$ cat src/core/dod_map.svh
// opcode patterns, field positions and cycle counts for the decoder
`ifndef DOD_MAP_SVH
`define DOD_MAP_SVH
`define DOD_HI_SUB_BORROW   8'h64
`define DOD_HI_SUB_UNSIGNED 8'h66
`define DOD_HI_SUB_VSHIFT   8'h67
`define DOD_HI_XOR_MEM      8'h6c
`define DOD_HI_ZERO_LDRND   8'h68
`define DOD_HI_AUX_ADD      8'h78
`define DOD_HI_AUX_SUB      8'h7c
`define DOD_HI_PAGE_LOAD    8'h0d
`define DOD_HI_ACC_MAPPED   8'h88
`define DOD_HI_JUMP         8'h79
`define DOD_HI_JUMP_D       8'h7d
`define DOD_HI_JNZ          8'h7b
`define DOD_HI_JNZ_D        8'h7f
`define DOD_HI_CALL         8'h7a
`define DOD_HI_CALL_D       8'h7e
`define DOD_TOP5_AUX_STORE  5'h10
`define DOD_TOP12_XOR_LSH   12'hbfd
`define DOD_TOP14_AUX_CMP   14'h2fd1
`define DOD_TOP13_AUX_LDL   13'h17e1
`define DOD_OP_XOR_SH16     16'hbe83
`define DOD_OP_ZERO_AP      16'hbe59
`define DOD_OP_JUMP_ACC     16'hbe20
`define DOD_OP_JUMP_ACC_D   16'hbe21
`define DOD_OP_SUB_ACC      16'hbe30
`define DOD_OP_SUB_ACC_D    16'hbe3d
`define DOD_OP_INT_RET      16'hbe3a
`define DOD_OP_ACC_RVAR     16'hbe5b
`define DOD_OP_ACC_R16      16'hbe5a
`define DOD_OP_SUB_BK_BOR   16'hbe19
`define DOD_OP_SUB_BK       16'hbe18
`define DOD_OP_ACC_L1       16'hbe09
`define DOD_IND_BIT         7
`define DOD_DELAY_SLOTS     3'h2
`define DOD_CYC_1           3'h1
`define DOD_CYC_2           3'h2
`define DOD_CYC_4           3'h4
`endif

$ cat src/core/dod_pkg.sv
// types shared by the decoder files
package dod_pkg;
	typedef enum logic [4:0] {
		DOD_NONE        = 5'h00, DOD_SUB_BORROW = 5'h01, DOD_SUB_UNSIGNED = 5'h02,
		DOD_SUB_VSHIFT  = 5'h03, DOD_XOR_MEM    = 5'h04, DOD_XOR_LSH      = 5'h05,
		DOD_XOR_SH16    = 5'h06, DOD_ZERO_LDRND = 5'h07, DOD_ZERO_AP      = 5'h08,
		DOD_AUX_ADD     = 5'h09, DOD_AUX_SUB    = 5'h0a, DOD_AUX_CMP      = 5'h0b,
		DOD_AUX_LOAD    = 5'h0c, DOD_PAGE_LOAD  = 5'h0d, DOD_AUX_STORE    = 5'h0e,
		DOD_JUMP        = 5'h0f, DOD_JUMP_ACC   = 5'h10, DOD_JNZ          = 5'h11,
		DOD_SUB_ACC     = 5'h12, DOD_CALL       = 5'h13, DOD_INT_RET      = 5'h14,
		DOD_ACC_RVAR    = 5'h15, DOD_ACC_R16    = 5'h16, DOD_SUB_BK       = 5'h17,
		DOD_SUB_BK_BOR  = 5'h18, DOD_ACC_L1     = 5'h19, DOD_ACC_MAPPED   = 5'h1a
	} dod_op_t;
	typedef struct packed {
		dod_op_t    op;
		logic       valid;
		logic       two_words;
		logic [2:0] cycles;
		logic       delayed;
		logic       indirect;
		logic [6:0] offset;
		logic [7:0] imm8;
		logic [3:0] shift;
		logic [2:0] aux_sel;
		logic [1:0] cond;
	} dod_dec_t;
endpackage : dod_pkg

$ cat src/core/dod_classify.sv
// combinational opcode classifier
`timescale 1ns/1ps
`default_nettype none
`include "dod_map.svh"
module dod_classify
	import dod_pkg::*;
(
	input  wire logic [15:0] word,
	output dod_dec_t         dec
);
	always_comb
	begin
		dec           = '0;
		dec.valid     = 1'b1;
		dec.cycles    = `DOD_CYC_1;
		dec.indirect  = word[`DOD_IND_BIT];
		dec.offset    = word[6:0];
		dec.imm8      = word[7:0];
		dec.shift     = word[3:0];
		dec.aux_sel   = word[10:8];
		dec.cond      = word[1:0];
		dec.op        = DOD_NONE;
		if (word[15:11] == `DOD_TOP5_AUX_STORE)
			dec.op = DOD_AUX_STORE;
		else if (word[15:4] == `DOD_TOP12_XOR_LSH)
		begin
			dec.op        = DOD_XOR_LSH;
			dec.two_words = 1'b1;
			dec.cycles    = `DOD_CYC_2;
		end
		else if (word[15:2] == `DOD_TOP14_AUX_CMP)
			dec.op = DOD_AUX_CMP;
		else if (word[15:3] == `DOD_TOP13_AUX_LDL)
		begin
			dec.op        = DOD_AUX_LOAD;
			dec.aux_sel   = word[2:0];
			dec.two_words = 1'b1;
			dec.cycles    = `DOD_CYC_2;
		end
		else
		begin
			unique case (word[15:8])
				`DOD_HI_SUB_BORROW:   dec.op = DOD_SUB_BORROW;
				`DOD_HI_SUB_UNSIGNED: dec.op = DOD_SUB_UNSIGNED;
				`DOD_HI_SUB_VSHIFT:   dec.op = DOD_SUB_VSHIFT;
				`DOD_HI_XOR_MEM:      dec.op = DOD_XOR_MEM;
				`DOD_HI_ZERO_LDRND:   dec.op = DOD_ZERO_LDRND;
				`DOD_HI_AUX_ADD:      dec.op = DOD_AUX_ADD;
				`DOD_HI_AUX_SUB:      dec.op = DOD_AUX_SUB;
				`DOD_HI_ACC_MAPPED:   dec.op = DOD_ACC_MAPPED;
				`DOD_HI_PAGE_LOAD:
				begin
					dec.op     = DOD_PAGE_LOAD;
					dec.cycles = `DOD_CYC_2;
				end
				`DOD_HI_JUMP, `DOD_HI_JUMP_D:
				begin
					dec.op        = DOD_JUMP;
					dec.two_words = 1'b1;
					dec.delayed   = word[10];
					dec.cycles    = word[10] ? `DOD_CYC_2 : `DOD_CYC_4;
				end
				`DOD_HI_JNZ, `DOD_HI_JNZ_D:
				begin
					dec.op        = DOD_JNZ;
					dec.two_words = 1'b1;
					dec.delayed   = word[10];
					dec.cycles    = `DOD_CYC_2;
				end
				`DOD_HI_CALL, `DOD_HI_CALL_D:
				begin
					dec.op        = DOD_CALL;
					dec.two_words = 1'b1;
					dec.delayed   = word[10];
					dec.cycles    = word[10] ? `DOD_CYC_2 : `DOD_CYC_4;
				end
				default:
				begin
					unique case (word)
						`DOD_OP_XOR_SH16:
						begin
							dec.op        = DOD_XOR_SH16;
							dec.two_words = 1'b1;
							dec.cycles    = `DOD_CYC_2;
						end
						`DOD_OP_ZERO_AP:    dec.op = DOD_ZERO_AP;
						`DOD_OP_JUMP_ACC:
						begin
							dec.op     = DOD_JUMP_ACC;
							dec.cycles = `DOD_CYC_4;
						end
						`DOD_OP_JUMP_ACC_D:
						begin
							dec.op      = DOD_JUMP_ACC;
							dec.delayed = 1'b1;
							dec.cycles  = `DOD_CYC_2;
						end
						`DOD_OP_SUB_ACC:
						begin
							dec.op     = DOD_SUB_ACC;
							dec.cycles = `DOD_CYC_4;
						end
						`DOD_OP_SUB_ACC_D:
						begin
							dec.op      = DOD_SUB_ACC;
							dec.delayed = 1'b1;
							dec.cycles  = `DOD_CYC_2;
						end
						`DOD_OP_INT_RET:
						begin
							dec.op     = DOD_INT_RET;
							dec.cycles = `DOD_CYC_4;
						end
						`DOD_OP_ACC_RVAR:   dec.op = DOD_ACC_RVAR;
						`DOD_OP_ACC_R16:    dec.op = DOD_ACC_R16;
						`DOD_OP_SUB_BK:     dec.op = DOD_SUB_BK;
						`DOD_OP_SUB_BK_BOR: dec.op = DOD_SUB_BK_BOR;
						`DOD_OP_ACC_L1:     dec.op = DOD_ACC_L1;
						default:            dec.valid = 1'b0;
					endcase
				end
			endcase
		end
	end
endmodule : dod_classify
`default_nettype wire

$ cat src/core/dod_stage.sv
// one registered stage of a decoded instruction
`timescale 1ns/1ps
`default_nettype none
module dod_stage
	import dod_pkg::*;
(
	input  wire logic     clk,
	input  wire logic     reset,
	input  wire logic     load,
	input  wire dod_dec_t d,
	output dod_dec_t      q
);
	always_ff @(posedge clk)
	begin
		if (reset)
			q <= '0;
		else if (load)
			q <= d;
	end
endmodule : dod_stage
`default_nettype wire

$ cat src/core/dod_decoder.sv
// instruction decoder for the accumulator, auxiliary and branch subset
// =====================================================================
// Notes on behaviour
// - 0x64xx: subtract operand and borrow, 1 cycle
// - 0x66xx: subtract unsigned operand, 1 cycle
// - 0x67xx: subtract operand shifted by temp[3:0]
// - xor forms: memory 1 cycle, long 2
// - 0x68xx: zero acc, load high, round
// - 0xbe59: clear accumulator and product, 1 cycle
// - 0x78/0x7c: add/subtract imm8 to aux
// - 0xbf44..47: compare aux, set test flag
// - 0xbf08..0f: load aux long, two words
// - 0x0dxx: load page pointer, 2 cycles
// - 0x80-0x87: store selected aux register
// - 0x79 jump 4 cycles, 0x7d delayed 2
// - jump via acc: 4 cycles, delayed 2
// - aux nonzero jump: 2 or 4, delayed 2
// - call via acc: 4 cycles, delayed 2
// - 0x7a call 4 cycles, 0x7e delayed 2
// - 0xbe3a: interrupt return, enable, 4 cycles
// - 0xbe5b: acc right by temp[3:0]
// - 0xbe5a: acc right 16 if temp[4]=0
// - 0xbe19/0xbe18: subtract backup acc, borrow
// - 0xbe09: acc left one bit
// - 0x88xx: acc low to mapped register
`timescale 1ns/1ps
`default_nettype none
`include "dod_map.svh"
module dod_decoder
	import dod_pkg::*;
(
	input  wire logic        clk,
	input  wire logic        reset,
	input  wire logic        word_valid,
	input  wire logic [15:0] word,
	input  wire logic [15:0] aux_current,
	input  wire logic [4:0]  second_temp_register,
	input  wire logic [8:0]  page_pointer,
	output logic             word_ready,
	output dod_dec_t         dec,
	output logic [15:0]      long_word,
	output logic [15:0]      data_address,
	output logic             start,
	output logic             busy,
	output logic             flow_change,
	output logic             illegal,
	output logic [3:0]       operand_shift,
	output logic             acc_shift_enable
);
	// =================================================================
	// classification and state
	// =================================================================
	typedef enum logic [1:0] {
		DOD_IDLE  = 2'b00,
		DOD_WORD2 = 2'b01,
		DOD_EXEC  = 2'b10
	} dod_state_t;

	dod_dec_t   cls;
	dod_dec_t   held;
	dod_state_t state;
	logic [2:0] cyc_left;
	logic [2:0] slots_left;
	logic       flow_pending;
	logic       take_first;
	logic       take_second;
	logic       nz_taken;

	dod_classify u_classify
	(
		.word (word),
		.dec  (cls)
	);

	assign take_first  = word_valid && word_ready && (state == DOD_IDLE);
	assign take_second = word_valid && (state == DOD_WORD2);
	// aux nonzero jump is taken only when the current aux is nonzero
	assign nz_taken    = (held.op == DOD_JNZ) && !held.delayed && (aux_current != 16'h0000);

	dod_stage u_stage
	(
		.clk   (clk),
		.reset (reset),
		.load  (take_first),
		.d     (cls),
		.q     (held)
	);

	// =================================================================
	// sequencing
	// =================================================================
	always_ff @(posedge clk)
	begin
		if (reset)
			state <= DOD_IDLE;
		else
		begin
			unique case (state)
				DOD_IDLE:
					if (take_first)
						state <= cls.two_words ? DOD_WORD2 : DOD_EXEC;
				DOD_WORD2:
					if (take_second)
						state <= DOD_EXEC;
				DOD_EXEC:
					if (cyc_left == `DOD_CYC_1)
						state <= DOD_IDLE;
				default:
					state <= DOD_IDLE;
			endcase
		end
	end

	// execution cycle counter, from the decoded cycle figure
	always_ff @(posedge clk)
	begin
		if (reset)
			cyc_left <= 3'h0;
		else if (take_first)
			cyc_left <= cls.cycles;
		else if (take_second && nz_taken)
			cyc_left <= `DOD_CYC_4;
		else if (state == DOD_EXEC && cyc_left != 3'h0)
			cyc_left <= cyc_left - 3'h1;
	end

	always_ff @(posedge clk)
	begin
		if (reset)
			word_ready <= 1'b1;
		else if (take_first)
			word_ready <= 1'b0;
		else if (state == DOD_EXEC && cyc_left == `DOD_CYC_1)
			word_ready <= 1'b1;
	end

	always_ff @(posedge clk)
	begin
		if (reset)
			long_word <= 16'h0000;
		else if (take_second)
			long_word <= word;
	end

	// =================================================================
	// decoded outputs
	// =================================================================
	always_ff @(posedge clk)
	begin
		if (reset)
		begin
			start   <= 1'b0;
			dec     <= '0;
			illegal <= 1'b0;
		end
		else
		begin
			start   <= (take_first && !cls.two_words) || take_second;
			illegal <= take_first && !cls.valid;
			if (take_first)
				dec <= cls;
			else if (take_second && nz_taken)
				dec.cycles <= `DOD_CYC_4;
		end
	end

	always_ff @(posedge clk)
	begin
		if (reset)
			busy <= 1'b0;
		else
			busy <= !(state == DOD_IDLE || (state == DOD_EXEC && cyc_left == `DOD_CYC_1));
	end

	// direct address joins page pointer, indirect uses current aux
	always_ff @(posedge clk)
	begin
		if (reset)
			data_address <= 16'h0000;
		else if (take_first)
			data_address <= cls.indirect ? aux_current : {page_pointer, cls.offset};
	end

	// operand shift from the second temp register, or from the instruction word for the long xor
	always_ff @(posedge clk)
	begin
		if (reset)
		begin
			operand_shift    <= 4'h0;
			acc_shift_enable <= 1'b0;
		end
		else if (take_first)
		begin
			unique case (cls.op)
				DOD_SUB_VSHIFT, DOD_ACC_RVAR:
				begin
					operand_shift    <= second_temp_register[3:0];
					acc_shift_enable <= 1'b1;
				end
				DOD_ACC_R16:
				begin
					operand_shift    <= 4'h0;
					acc_shift_enable <= !second_temp_register[4];
				end
				DOD_XOR_LSH:
				begin
					operand_shift    <= cls.shift;
					acc_shift_enable <= 1'b1;
				end
				DOD_ACC_L1, DOD_XOR_SH16:
				begin
					operand_shift    <= 4'h0;
					acc_shift_enable <= 1'b1;
				end
				default:
				begin
					operand_shift    <= 4'h0;
					acc_shift_enable <= 1'b0;
				end
			endcase
		end
	end

	// =================================================================
	// flow change, held back past two slots for delayed forms
	// =================================================================
	always_ff @(posedge clk)
	begin
		if (reset)
		begin
			flow_pending <= 1'b0;
			slots_left   <= 3'h0;
			flow_change  <= 1'b0;
		end
		else
		begin
			flow_change <= 1'b0;
			// a word taken inside the delay slots uses up one slot
			if (take_first && flow_pending && slots_left != 3'h0)
				slots_left <= slots_left - 3'h1;
			else if (take_first)
			begin
				flow_pending <= (cls.op == DOD_JUMP) || (cls.op == DOD_JUMP_ACC)
					|| (cls.op == DOD_CALL) || (cls.op == DOD_SUB_ACC) || (cls.op == DOD_INT_RET);
				slots_left   <= cls.delayed ? `DOD_DELAY_SLOTS : 3'h0;
			end
			else if (take_second && held.op == DOD_JNZ)
				flow_pending <= (aux_current != 16'h0000);
			else if (state == DOD_EXEC && cyc_left == `DOD_CYC_1 && flow_pending
				&& slots_left == 3'h0)
			begin
				flow_change  <= 1'b1;
				flow_pending <= 1'b0;
			end
		end
	end

	// =================================================================
	// checks
	// =================================================================
	jump_cycles_a: assert property (@(posedge clk) disable iff (reset)
		take_first && word[15:8] == `DOD_HI_JUMP |=> dec.cycles == 3'h4 && dec.two_words)
		else $error("jump cycle count wrong");
	jump_d_cycles_a: assert property (@(posedge clk) disable iff (reset)
		take_first && word[15:8] == `DOD_HI_JUMP_D |=> dec.cycles == 3'h2 && dec.delayed)
		else $error("delayed jump cycle count wrong");
	page_load_a: assert property (@(posedge clk) disable iff (reset)
		take_first && word[15:8] == `DOD_HI_PAGE_LOAD |=> dec.op == DOD_PAGE_LOAD
		&& !busy ##1 busy ##1 !busy)
		else $error("page load not two cycles");
	int_ret_a: assert property (@(posedge clk) disable iff (reset)
		take_first && word == `DOD_OP_INT_RET |=> !busy ##1 busy [*3] ##1 !busy)
		else $error("interrupt return not four cycles");
	sub_borrow_a: assert property (@(posedge clk) disable iff (reset)
		take_first && word[15:8] == `DOD_HI_SUB_BORROW |=> dec.op == DOD_SUB_BORROW
		&& start && !busy)
		else $error("borrow subtract decode wrong");
	indirect_sel_a: assert property (@(posedge clk) disable iff (reset)
		take_first && word[7] && word[15:8] == `DOD_HI_SUB_UNSIGNED
		|=> data_address == $past(aux_current))
		else $error("indirect address not from aux");
	shift_cond_a: assert property (@(posedge clk) disable iff (reset)
		take_first && word == `DOD_OP_ACC_R16 |=> acc_shift_enable == !$past(second_temp_register[4]))
		else $error("conditional shift enable wrong");
	vshift_a: assert property (@(posedge clk) disable iff (reset)
		take_first && word[15:8] == `DOD_HI_SUB_VSHIFT
		|=> operand_shift == $past(second_temp_register[3:0]))
		else $error("variable shift count wrong");
	aux_load_a: assert property (@(posedge clk) disable iff (reset)
		take_first && word[15:3] == `DOD_TOP13_AUX_LDL |=> state == DOD_WORD2
		&& dec.aux_sel == $past(word[2:0]))
		else $error("long aux load decode wrong");
	xor_long_a: assert property (@(posedge clk) disable iff (reset)
		take_first && word[15:4] == `DOD_TOP12_XOR_LSH
		|=> dec.two_words && dec.cycles == `DOD_CYC_2 && operand_shift == $past(word[3:0]))
		else $error("long xor decode wrong");
	xor_mem_a: assert property (@(posedge clk) disable iff (reset)
		take_first && word[15:8] == `DOD_HI_XOR_MEM
		|=> dec.op == DOD_XOR_MEM && !dec.two_words && dec.cycles == `DOD_CYC_1)
		else $error("memory xor decode wrong");
	zero_round_a: assert property (@(posedge clk) disable iff (reset)
		take_first && word[15:8] == `DOD_HI_ZERO_LDRND
		|=> dec.op == DOD_ZERO_LDRND && dec.cycles == `DOD_CYC_1)
		else $error("zero load round decode wrong");
	zero_clear_a: assert property (@(posedge clk) disable iff (reset)
		take_first && word == `DOD_OP_ZERO_AP
		|=> dec.op == DOD_ZERO_AP && start && !busy)
		else $error("zero acc and product decode wrong");
	aux_imm_a: assert property (@(posedge clk) disable iff (reset)
		take_first && (word[15:8] == `DOD_HI_AUX_ADD || word[15:8] == `DOD_HI_AUX_SUB)
		|=> dec.imm8 == $past(word[7:0]) && dec.cycles == `DOD_CYC_1)
		else $error("aux immediate decode wrong");
	aux_cmp_a: assert property (@(posedge clk) disable iff (reset)
		take_first && word[15:2] == `DOD_TOP14_AUX_CMP
		|=> dec.op == DOD_AUX_CMP && dec.cond == $past(word[1:0]))
		else $error("aux compare decode wrong");
	aux_store_a: assert property (@(posedge clk) disable iff (reset)
		take_first && word[15:11] == `DOD_TOP5_AUX_STORE
		|=> dec.op == DOD_AUX_STORE && dec.aux_sel == $past(word[10:8]))
		else $error("aux store decode wrong");
	jnz_taken_a: assert property (@(posedge clk) disable iff (reset)
		take_second && held.op == DOD_JNZ && !held.delayed && aux_current != 16'h0000
		|=> dec.cycles == `DOD_CYC_4)
		else $error("taken aux jump not four cycles");
	call_cycles_a: assert property (@(posedge clk) disable iff (reset)
		take_first && word[15:8] == `DOD_HI_CALL
		|=> dec.op == DOD_CALL && dec.cycles == `DOD_CYC_4 && !dec.delayed)
		else $error("call cycle count wrong");
	sub_backup_a: assert property (@(posedge clk) disable iff (reset)
		take_first && (word == `DOD_OP_SUB_BK || word == `DOD_OP_SUB_BK_BOR)
		|=> start && !busy && dec.cycles == `DOD_CYC_1)
		else $error("backup subtract decode wrong");
	mapped_store_a: assert property (@(posedge clk) disable iff (reset)
		take_first && word[15:8] == `DOD_HI_ACC_MAPPED
		|=> dec.op == DOD_ACC_MAPPED && (dec.cycles == `DOD_CYC_1 || dec.cycles == `DOD_CYC_2))
		else $error("mapped store decode wrong");
	delay_slot_a: assert property (@(posedge clk) disable iff (reset)
		take_first && word == `DOD_OP_JUMP_ACC_D
		|=> (!flow_change) [*3])
		else $error("delayed jump acted too early");
endmodule : dod_decoder
`default_nettype wire

$ cat config.mk
export PLATFORM = sky130hd
export DESIGN_NAME = dod_decoder
export DESIGN_NICKNAME = d
export VERILOG_FILES = /design/src/core/dod_pkg.sv /design/src/core/dod_classify.sv /design/src/core/dod_stage.sv /design/src/core/dod_decoder.sv
export VERILOG_INCLUDE_DIRS = /design/src /design/src/core
export SDC_FILE = /design/constraint.sdc
export NUM_CORES = 1
export LEC_CHECK = 0
export ABC_CLOCK_PERIOD_IN_PS = 2700
export BUFFER_PORTS_ARGS = -buffer_cell sky130_fd_sc_hd__buf_2
export CORE_MARGIN = 5
export CORE_UTILIZATION = 25
export CTS_BUF_LIST = sky130_fd_sc_hd__clkbuf_2
export DETAILED_ROUTE_END_ITERATION = 10
export GPL_TIMING_DRIVEN = 0
export HOLD_SLACK_MARGIN = 0.02
export SLEW_MARGIN = 15
export SYNTH_ARGS = -nofsm -noshare
export SYNTH_HDL_FRONTEND = slang
export SYNTH_SLANG_ARGS = --single-unit
export TNS_END_PERCENT = 20
$ cat constraint.sdc
create_clock -name clk -period 2.7 [get_ports clk]
set_input_delay 0.135 -clock clk [delete_from_list [all_inputs] [get_ports clk]]
set_output_delay 0.135 -clock clk [all_outputs]
set_load 0.02 [all_outputs]
# After elaboration in Yosys (flattened, before gate mapping)
# Index checks and enable logic that the tools add are counted.
# totals
out_inout_bits,78
inputBits,49
regBits,87
# op_classes
muxes,49
bitwise_logic,1
n_reduce_logical,56
eq_ne,49
add_sub_neg,2
# op_table
cell,n
$eq A16 B16 Y1 const B,12
$eq A8 B7 Y1 const B,13
$pmux W5 S12,1
$pmux W5 S10,1
$eq A5 B5 Y1 const B,9
$mux W3,12
$mux W5,4
$mux W16,1
$reduce_bool A16 Y1,1
$logic_and A1 B1 Y1,15
$reduce_or A15 Y1,1
$eq A14 B14 Y1 const B,1
$mux W1,14
$reduce_or A2 Y1,7
$eq A13 B13 Y1 const B,1
$eq A12 B12 Y1 const B,1
$mux W6,2
$reduce_bool A3 Y1,4
$reduce_or A12 Y1,1
$eq A5 B3 Y1 const B,2
$mux W2,5
$pmux W3 S3,1
$reduce_or A3 Y1,3
$reduce_or A9 Y1,1
other kinds (26),44

# Longest topological paths before layout
# Gate-level depths: netlist (run 1).
# depth
word_depth,14
ltp_mapped,10
mapped_depth_nobuf,8

# Cells and area by module
# Synthesis (run 1) repeated with hierarchy kept, for this count alone.
# hier_totals
cells_unflattened,705
area_unflattened_um2,5834.3
# by_module_without_submodules
mod,area_each_um2,instances,cells_each
dod_decoder,3580.9,1,435
dod_stage,1306.3,1,116
dod_classify,947.2,1,154

# Worst setup path after synthesis (run 1)
# OpenSTA, ideal clock, no wires.
# synth_timing
kind,input to register
start,in word[6]
end,reg operand_shift[1]
cell_stages,9
t_arrival_ps,1983
required_ps,2584
setup_ps,116
path_slack_ps,601
path_cell_list,buf_2 -> or2_1 -> or4_1 -> a21oi_1 -> or2b_1 -> o31a_4 -> nor3_1 -> a32o_1 -> a31o_2
# synth_via
elab_chain_cells,11
word_cells_on_any_way,28
cone_classes,eq/ne (18); mux (7); reduce/logical (3)
# synth_rtl
element,line,source
start: declaration,dod_decoder.sv:35,"input wire logic [15:0] word,"
$eq A16 B16 Y1,dod_classify.sv:79,unique case (word)
$reduce_or A2 Y1 (no source line),--,
$pmux W5 S10,dod_classify.sv:79,
$pmux W5 S12,dod_classify.sv:42,unique case (word[15:8])
$mux W5,dod_classify.sv:33,else if (word[15:3] == `DOD_TOP13_AUX_LDL)
$mux W5,dod_classify.sv:31,else if (word[15:2] == `DOD_TOP14_AUX_CMP)
$mux W5 *,dod_classify.sv:25,else if (word[15:4] == `DOD_TOP12_XOR_LSH)
$mux W5 *,dod_classify.sv:23,if (word[15:11] == `DOD_TOP5_AUX_STORE)
$eq A5 B2 Y1 / $eq A5 B5 Y1 (equally long branches),dod_decoder.sv:194,unique case (cls.op)
$reduce_or A2 Y1,dod_decoder.sv:194,
$pmux W4 S2 *,dod_decoder.sv:194,
end signal: assignment,dod_decoder.sv:197,operand_shift <= second_temp_register[3:0];
end signal: assignment,dod_decoder.sv:207,operand_shift <= cls.shift;
end: declaration,dod_decoder.sv:47,"output logic [3:0] operand_shift,"
# Mark *: on every way between the ends. The rest lies on a longest branch, timed or not.
# A chain may end at the register's enable or synchronous reset.

# Worst setup path after layout (run 1)
# layout_timing
start,in word[10]
end,reg operand_shift[3]
# Same word-level chain as after synthesis.

==> results of run 1 <==
## synthesized netlist by cell type, types with 7 or more instances
library cell	count
clkbuf_1	26
a211oi_1	19
nand2b_1	7
o21ai_0	7
inv_1	11
mux2i_1	16
nor2_1	59
buf_2	8
a21oi_1	48
nand3_1	14
nor4_1	9
nor3_1	17
nand4_1	8
buf_4	17
dfxtp_1	73
nand2_1	75
## state kept, by name, summed over array words and instances (netlist names)
| name | flops |
|---|---|
| u_stage.q | 1 |
| busy | 1 |
| flow_pending | 1 |
| slots_left | 3 |
| state | 2 |
| word_ready | 1 |
| cyc_left | 3 |
| flow_change | 1 |
| data_address | 16 |
| acc_shift_enable | 1 |
| dec | 21 |
| long_word | 16 |
| illegal | 1 |
| start | 1 |
| operand_shift | 4 |
## how the worst max path moves through the flow
stage	end	slack, ns	depth (start not counted)
after floorplan	operand_shift[1]	0.60	9
after global placement	operand_shift[1]	0.05	8
after CTS	operand_shift[3]	0.12	9
final	operand_shift[3]	0.17	11
after global routing	operand_shift[1]	0.06	11
after detailed placement	operand_shift[3]	0.03	8
## worst max-delay path, stage by stage
cell           delay, ns
dlygate4sd3_1       0.52
buf_2               0.10
buf_4               0.17
nand3_2             0.12
or3_1               0.45
nor2_1              0.31
o21ai_0             0.20
nand4_1             0.25
nor2_1              0.10
a32o_1              0.35
a31o_2              0.27
## cell type report
type / count / share of cell area (%)
multi-input combinational: 392 / 42.31
sequential: 73 / 26.41
timing repair buffer: 161 / 18.45
buffer: 57 / 5.473
tap: 220 / 4.975
clock buffer: 11 / 0.9950
inverter: 11 / 0.7463
clock inverter: 5 / 0.5880
antenna: 1 / 0.04523
## report_power, final
part	switching (mW)	internal [mW]
sequential	0.0496	1.15
combinational	0.451	0.287
clock	0.411	0.125
total	0.912	1.57
## through the flow
step | hold WS, ns | setup slack, ns | util, % | instances | total power, mW
global route | 0.07871 | 0.05712 | 33.72 | 931 | 2.608
detailed placement | 0.3794 | 0.03300 | 30.54 | 872 | 1.905
global placement | 0.3783 | 0.05113 | 30.54 | 872 | 1.900
floorplan | 0.2692 | 0.6013 | - | 534 | 1.669
finish | 0.09311 | 0.1720 | 33.72 | 931 | 2.478
CTS | 0.02667 | 0.1171 | 33.70 | 931 | 2.492
## repair_timing
item,CTS,global route
resized for setup,0,1
hold buffers,43,0
hold endpoints to repair,37,0
buffers inserted,0,0
setup endpoints to repair,0,4
## kinds of logic after synthesis
family                     synth area share, %
AOI/OAI and AO/OA                        20.40
xor gates and xnor gates                0.4227
adders and majority gates                1.751
buffers and inverters                    8.391
DFF                                      35.26
muxes                                    3.863
and+or+nand+nor                          29.91
## per-layer routing
| metal | GRT usage (%) | part of all wire (%) |
|---|---|---|
| met2 | 25.85 | 48 |
| met4 | 5.973 | 2.5 |
| met5 | 0 | 0 |
| met1 | 20.45 | 45 |
| met3 | 3.345 | 4.9 |
==> results_dict.tcl, run 1 <==
set metrics [dict create \
    cts_buffers 9 \
    grt_pass1_wl_um 24460 \
    portBuffers 118 \
    layout.cells.most_common "buf_2" \
    max_cap_violations 0 \
    gp_congestion 0.9106 \
    clock-sinks 73 \
    cp.required_ns 3.17 \
    core.rowCount 47 \
    grt_max_degree 13 \
    tightest_slew_ns 0.7601 \
    drive_above_1_share_pct 25.49 \
    startpoint_type "input pin" \
    ir_drop_mv 0.1332 \
    cts_tree "yes" \
    status "finished clean" \
    cts.path.max_buffers 2 \
    fin_nets 759 \
    cts-root-buf "clkbuf_2" \
    holdPathStages 5 \
    critical_path_class "input pin to flip-flop" \
    reg2reg_depth 7 \
    rr_endpoint "cyc_left[2]" \
    register_area_mm2 0.001461 \
    endpoint_kind "flip-flop" \
    mostFrequentLayoutCells "126 x buf_2, 75 x nand2_1, 73 x dfxtp_1" \
    final-setup-viol-count 0 \
    gr-usage-all-layers_pct 15.79 \
    post_drt_via_cell_ratio 4.882 \
    holdPathEnd "dec[3]" \
    avgSynthCellArea_um2 7.763 \
    slew_headroom_pct 49.33 \
    worstPathMaxFanout 10 \
    areaGrowthSynthToFinish_pct 33.47 \
    ant_nets 0 \
    async_reset_ff_share_pct 0 \
    dr_total_vias 4545 \
    max_freq_ghz 0.3956 \
    synth_ff_type "dfxtp_1" \
    path_clk_slew_ns 0.24 \
    ys_seq_elements 73 \
    rsz0062_at_grt "no" \
    drt_iter0_markers 309 \
    powerDensity_mw_per_mm2 447.9 \
    ys_warn_count 0 \
    dr.pass1.iters 5 \
    min_period_over_period_pct 93.63 \
    startpoint "word[10]" \
    clock_skew_ns 0.03145 \
    dp_hpwl_um 11680 \
    yosys.area.top_type "dfxtp_1" \
    core_region_area_mm2 0.01641 \
    multi_input_area_mm2 0.002341 \
    remaining_drc_errors 0 \
    chipHeight_um 138.8 \
    hold_viol_final 0 \
    antenna_found_initial 1 \
    synth_top_area_share_pct 35.26 \
    htreeDepth 3 \
    syn-num-nets 588 \
    synth.area.top_cells "dfxtp_1 35%, nand2_1 6.8%, a21oi_1 5.8%" \
    stdcell_area_mm2 0.005533 \
    worstHoldStart "word[3]" \
    ios 127 \
    grt_pass1_vias 4503 \
    finalMaxSlewViolations 0 \
    finalCriticalPeriod_ns 2.528 \
    overflow 0 \
    syn_area_mm2 0.004145 \
    wire_per_inst_um 16.51 \
    clk_latency_ns 0.57 \
    yosysSeqAreaShare_pct 35.26 \
    synth_cells 534 \
    die_x_um 138.8 \
    fill_cells 1794 \
    synth_edf_count 0 \
    initial_utilization_pct 25.27 \
    synth_cell_types 70 \
    rrSetupSlack_ns 0.26 \
    drt-total-wl_um 15370 \
    worstReg2RegStart "state[0]" \
    p_leak_nw 2.301 \
    arrival_ns 3.00 \
    post_dp_cell_area_mm2 0.005011 \
    tns_ns 0 \
    dieArea_mm2 0.01926 \
    worstHoldPathType "input pin to flip-flop" \
]
Power figures use the tool's default switching activity.
==> run 2: changes to the inputs <==
--- a/config.mk
+++ b/config.mk
@@ -17,5 +17,6 @@
 export SLEW_MARGIN = 15
 export SYNTH_ARGS = -nofsm -noshare
 export SYNTH_HDL_FRONTEND = slang
+export SYNTH_HIERARCHICAL = 1
 export SYNTH_SLANG_ARGS = --single-unit
 export TNS_END_PERCENT = 20
==> results_dict.tcl, run 2 <==
set metrics [dict create \
    gp_congestion 0.8483 \
    p_total_mw 3.076 \
    post_dp_cell_area_mm2 0.005714 \
    core.rowCount 50 \
    remaining_drc_errors 0 \
    fin_util_pct 34.11 \
    clk_latency_ns 0.63 \
    finalMaxSlewViolations 0 \
    fin_cells 1042 \
    synth_cells 613 \
    rrSetupSlack_ns 0.57 \
    grt_max_degree 19 \
    critPathCapture "operand_shift[3]" \
    power_frac_comb_pct 25.1 \
    layout.cells.most_common "buf_2" \
    fill_cells 2027 \
    worst_path_max_delay_cell "dlygate4sd3_1" \
    register_area_mm2 0.001862 \
    ys_warn_count 6 \
    grt_pass1_wl_um 26070 \
    cp.required_ns 3.30 \
    status "finished clean" \
    critical_path_class "input pin to flip-flop" \
    max_cap_violations 0 \
    slowest_delay_ns 0.52 \
    largest_registers "dec: 36 flops, data_address: 16 flops, long_word: 16 flops" \
    die_x_um 148.5 \
    grt_pass1_vias 4720 \
    antenna_found_initial 0 \
    chipHeight_um 148.5 \
    endpoint_kind "flip-flop" \
    dr_total_vias 4954 \
    dieArea_mm2 0.02205 \
    initial_utilization_pct 25.55 \
    fin_nets 857 \
    worstPathMaxFanout 10 \
    final-setup-viol-count 0 \
    ant_nets 0 \
    p_int_mw 2.011 \
    dr.pass1.iters 4 \
    rr_endpoint "u_stage/q[34]" \
    worstReg2RegStart "state[1]" \
    htreeDepth 3 \
    avgSynthCellArea_um2 7.824 \
    startpoint_type "input pin" \
    num_antenna_cells 0 \
    tns_ns 0 \
    core_region_area_mm2 0.01877 \
    top_register "dec" \
    cts_tree "yes" \
    dp_slack_ns -0.2799 \
    startpoint "word[9]" \
    clock-sinks 93 \
    pwr-share-clk_pct 25.9 \
    slew_headroom_pct 51.24 \
    max_freq_ghz 0.3958 \
    gr-usage-all-layers_pct 14.94 \
    path_clk_slew_ns 0.31 \
    stdcell_area_mm2 0.006402 \
    powerDensity_mw_per_mm2 480.5 \
    dp_hpwl_um 11990 \
    portBuffers 125 \
    drt_iter0_markers 385 \
    rsz0062_at_grt "no" \
    wire_per_inst_um 16.01 \
    drive_above_1_share_pct 24.63 \
    p_leak_nw 2.721 \
    reg2reg_depth 9 \
    holdWs_ns 0.08048 \
    multi_input_area_mm2 0.002510 \
    dp_cells 972 \
    overflow 0 \
    arrival_ns 3.12 \
    ios 127 \
    hold_viol_final 0 \
    tightest_slew_ns 0.7306 \
    largest_reg_flops 36 \
    path_cells "dlygate4sd3_1 -> buf_2 -> and3_2 -> and3b_1 -> buf_2 -> a21oi_1 -> o2111ai_1 -> nand2b_1 -> o41ai_4 -> o21ai_0 -> a211oi_1" \
    seq_power_share_pct 49.0 \
    ir_drop_mv 0.2001 \
    cts-root-buf "clkbuf_2" \
    crit_path_frequent_cell "buf_2" \
    min_period_over_period_pct 93.58 \
    areaGrowthSynthToFinish_pct 33.50 \
    mostFrequentLayoutCells "139 x buf_2, 130 x nand2_1, 93 x dfxtp_1" \
    cts_buffers 9 \
    post_drt_via_cell_ratio 4.754 \
    clock_skew_ns 0.02812 \
    syn-num-nets 667 \
    swShare_pct 34.63 \
    worstHoldPathType "input pin to flip-flop" \
    finalCriticalPeriod_ns 2.527 \
    setup_ws_ns 0.1734 \
    syn_area_mm2 0.004796 \
    p_switching_mw 1.065 \
    drt-total-wl_um 16680 \
    cts.path.max_buffers 2 \
]
run 2: worst min-delay path by stage:
| stage | from | to | slack, ns | depth (start not counted) |
|---|---|---|---|---|
| after floorplan | word[0] | long_word[0] | 0.27 | 2 |
| after global placement | reset | u_stage/q[33] | 0.35 | 2 |
| after detailed placement | reset | u_stage/q[33] | 0.36 | 2 |
| after CTS | second_temp_register[4] | acc_shift_enable | 0.04 | 6 |
| after global routing | second_temp_register[4] | acc_shift_enable | 0.07 | 6 |
| final | second_temp_register[4] | acc_shift_enable | 0.08 | 6 |
run 2: area by class of cell:
cell class,instances,area share (%)
Buffer,68,6.371
Clock buffer,9,0.7035
Clock inverter,7,1.348
Inverter,10,0.5863
Multi-Input combinational cell,442,39.20
Sequential cell,93,29.08
Tap cell,234,4.573
Timing Repair Buffer,179,18.14
run 2: what timing repair did:
| action | CTS | global route |
|---|---|---|
| hold buffers | 52 | 0 |
| resized for setup | 0 | 5 |
| buffers inserted | 0 | 2 |
| hold endpoints to repair | 68 | 0 |
| setup endpoints to repair | 0 | 5 |
run 2: worst max-delay path, delay by kind of cell:
kind            cells  cell delay (ns)
compound gates      5             1.43
buf+inv             3             0.84
simple gates        3             0.71
run 2: power groups by stage:
stage	sequential, mW	clock, mW	combinational [mW]
2_1_floorplan	1.62	0	0.366
3_3_place_gp	1.53	0	0.697
3_5_place_dp	1.53	0	0.702
4_1_cts	1.51	0.837	0.767
5_1_grt	1.52	0.884	0.844
6_report	1.51	0.796	0.772
run 2: routing by layer:
layer  wire length (um)  vias up  global-route usage (%)
li1                   -     2479                       -
met1               7600     2320                   19.62
met2               7846      141                   24.55
met3               1015       14                   4.327
met4                220        0                   2.910
met5                  0        -                       0
==> run 3: changes to the inputs <==
--- a/config.mk
+++ b/config.mk
@@ -14,6 +14,7 @@
 export DETAILED_ROUTE_END_ITERATION = 10
 export GPL_TIMING_DRIVEN = 0
 export HOLD_SLACK_MARGIN = 0.02
+export REMOVE_ABC_BUFFERS = 1
 export SLEW_MARGIN = 15
 export SYNTH_ARGS = -nofsm -noshare
 export SYNTH_HDL_FRONTEND = slang
==> results_dict.tcl, run 3 (synthesis gave the netlist of run 2 again) <==
set metrics [dict create \
    clock-sinks 93 \
    rsz0062_at_grt "no" \
    cp.depth 11 \
    p_switching_mw 1.019 \
    ant_nets 0 \
    endpoint_kind "flip-flop" \
    rrSetupSlack_ns 0.27 \
    dr_total_vias 4726 \
    hold_viol_final 0 \
    tightest_slew_ns 0.9665 \
    path_buf_inv 2 \
    cts.path.max_buffers 2 \
    grt_pass1_wl_um 24470 \
    drt_iter0_markers 179 \
    dieArea_mm2 0.02205 \
    largest_reg_flops 36 \
    worstHoldPathType "input pin to flip-flop" \
    cts-root-buf "clkbuf_2" \
    fin_cells 989 \
    portBuffers 126 \
    worstHoldStart "word[7]" \
    max_freq_ghz 0.3850 \
    remaining_drc_errors 0 \
    worstReg2RegStart "state[0]" \
    fin_util_pct 32.91 \
    pwr-share-clk_pct 25.2 \
    ios 127 \
    gr-usage-all-layers_pct 13.92 \
    overflow 0 \
    arrival_ns 3.12 \
    mostFrequentLayoutCells "129 x nand2_1, 125 x buf_2, 93 x dfxtp_1" \
    path_clk_slew_ns 0.27 \
    post_drt_via_cell_ratio 4.779 \
    dr.pass1.iters 4 \
    worst_path_max_delay_cell "or4b_4" \
    startpoint "word[13]" \
    cp_top_family "compound AO/OA/AOI/OAI gates" \
    drt-total-wl_um 15940 \
    largest_registers "dec: 36 flops, data_address: 16 flops, long_word: 16 flops" \
    initial_utilization_pct 25.55 \
    slowest_delay_ns 0.55 \
    chipHeight_um 148.5 \
    wire_per_inst_um 16.12 \
    fin_nets 804 \
    powerDensity_mw_per_mm2 482.0 \
    drive_above_1_share_pct 22.25 \
    cts_buffers 9 \
    power_frac_comb_pct 24.1 \
    min_period_over_period_pct 96.19 \
    cts_tree "yes" \
    swShare_pct 34.23 \
    finalMaxSlewViolations 0 \
    final-setup-viol-count 0 \
    core.rowCount 50 \
    reg2reg_depth 5 \
    dp_cells 907 \
    top_register "dec" \
    cp.required_ns 3.23 \
    antenna_found_initial 0 \
    areaGrowthSynthToFinish_pct 28.80 \
    status "finished clean" \
    layout.cells.most_common "nand2_1" \
    die_x_um 148.5 \
    grt_pass1_vias 4709 \
    gp_congestion 0.8406 \
    clk_latency_ns 0.60 \
    ir_drop_mv 0.2622 \
    core_region_area_mm2 0.01877 \
    critical_path_class "input pin to flip-flop" \
    p_leak_nw 2.602 \
    seq_power_share_pct 50.7 \
    startpoint_type "input pin" \
    slew_headroom_pct 35.57 \
    path_cells "dlygate4sd3_1 -> buf_2 -> or4b_4 -> nor3_4 -> a211oi_1 -> a21oi_1 -> a311o_2 -> nand2b_1 -> o41ai_4 -> o21ai_0 -> a211oi_1" \
    crit_path_frequent_cell "a211oi_1" \
    worstPathMaxFanout 7 \
    finalCriticalPeriod_ns 2.597 \
    dp_hpwl_um 9710 \
    num_antenna_cells 0 \
    p_int_mw 1.958 \
    fill_cells 2034 \
    grt_max_degree 69 \
    max_cap_violations 0 \
    clock_skew_ns 0.02396 \
    holdPathStages 3 \
    htreeDepth 3 \
]
==> run 3: cell count changes in the layout (fill, tap and decap cells not counted), sizes merged <==
cell and change:
clkbuf -25, buf -36, clkinv +4, dlygate4sd3 +7
inv -4, nand3b +1
==> run 3: per-layer routing <==
layer / part of all wire [%] / vias to the layer above / global-route usage [%]
met5: 0 / - / 0
li1: - / 2367 / -
met4: 2.8 / 0 / 5.866
met3: 6.7 / 29 / 4.052
met1: 44 / 2204 / 17.10
met2: 47 / 126 / 22.76
==> run 3: repair_timing <==
action                                  CTS  global route
endpoints found under the hold margin    69             0
cloned                                    0             1
pin swaps                                 0             1
buffers inserted                          0             6
resized for setup                         2             8
endpoints found under the setup margin   68             7
hold buffers                             59             0
==> run 3: final cells by class <==
class / count / area [um^2] / share of cell area (%)
multi-input cells: 443 / 2537 / 41.08
clock inverters: 7 / 73.82 / 1.195
flip-flops and latches: 93 / 1862 / 30.14
inverters: 10 / 50.05 / 0.8102
repair buffers: 193 / 1316 / 21.31
clock buffers: 9 / 45.04 / 0.7292
well taps: 234 / 292.8 / 4.740
==> run 3: through the flow <==
step	setup WS [ns]	cell area, um^2	hold slack (ns)	TNS (ns)	power [mW]
floorplan	0.007614	4389	0.2041	0	1.887
finish	0.1029	6177	0.2050	0	2.977
global route	0.009779	6177	0.1567	0	3.174
global placement	-1.387	5313	0.3865	-62.41	2.147
CTS	0.02908	6086	0.05315	0	3.022
detailed placement	-0.5994	5365	0.3866	-16.62	2.163
==> run 3: worst reg2reg max path, stage by stage, from the launching register on <==
cell,delay [ns]
dfxtp_1,0.66
and3b_1,0.87
nand4b_4,0.23
o31ai_2,0.36
or3_1,0.17
a21oi_1,0.06
==> run 3: power groups by stage <==
| stage | sequential [mW] | combinational (mW) | clock (mW) |
|---|---|---|---|
| floorplan | 1.62 | 0.269 | 0 |
| global placement | 1.53 | 0.620 | 0 |
| detailed placement | 1.53 | 0.634 | 0 |
| CTS | 1.51 | 0.703 | 0.814 |
| global route | 1.52 | 0.792 | 0.860 |
| finish | 1.51 | 0.718 | 0.751 |
==> run 3: path summary, 6_finish.rpt <==
path / to
worst min register to register: dec[9]
worst max register to register: cyc_left[2]
worst max-delay path: operand_shift[1]
worst min-delay path: data_address[5]
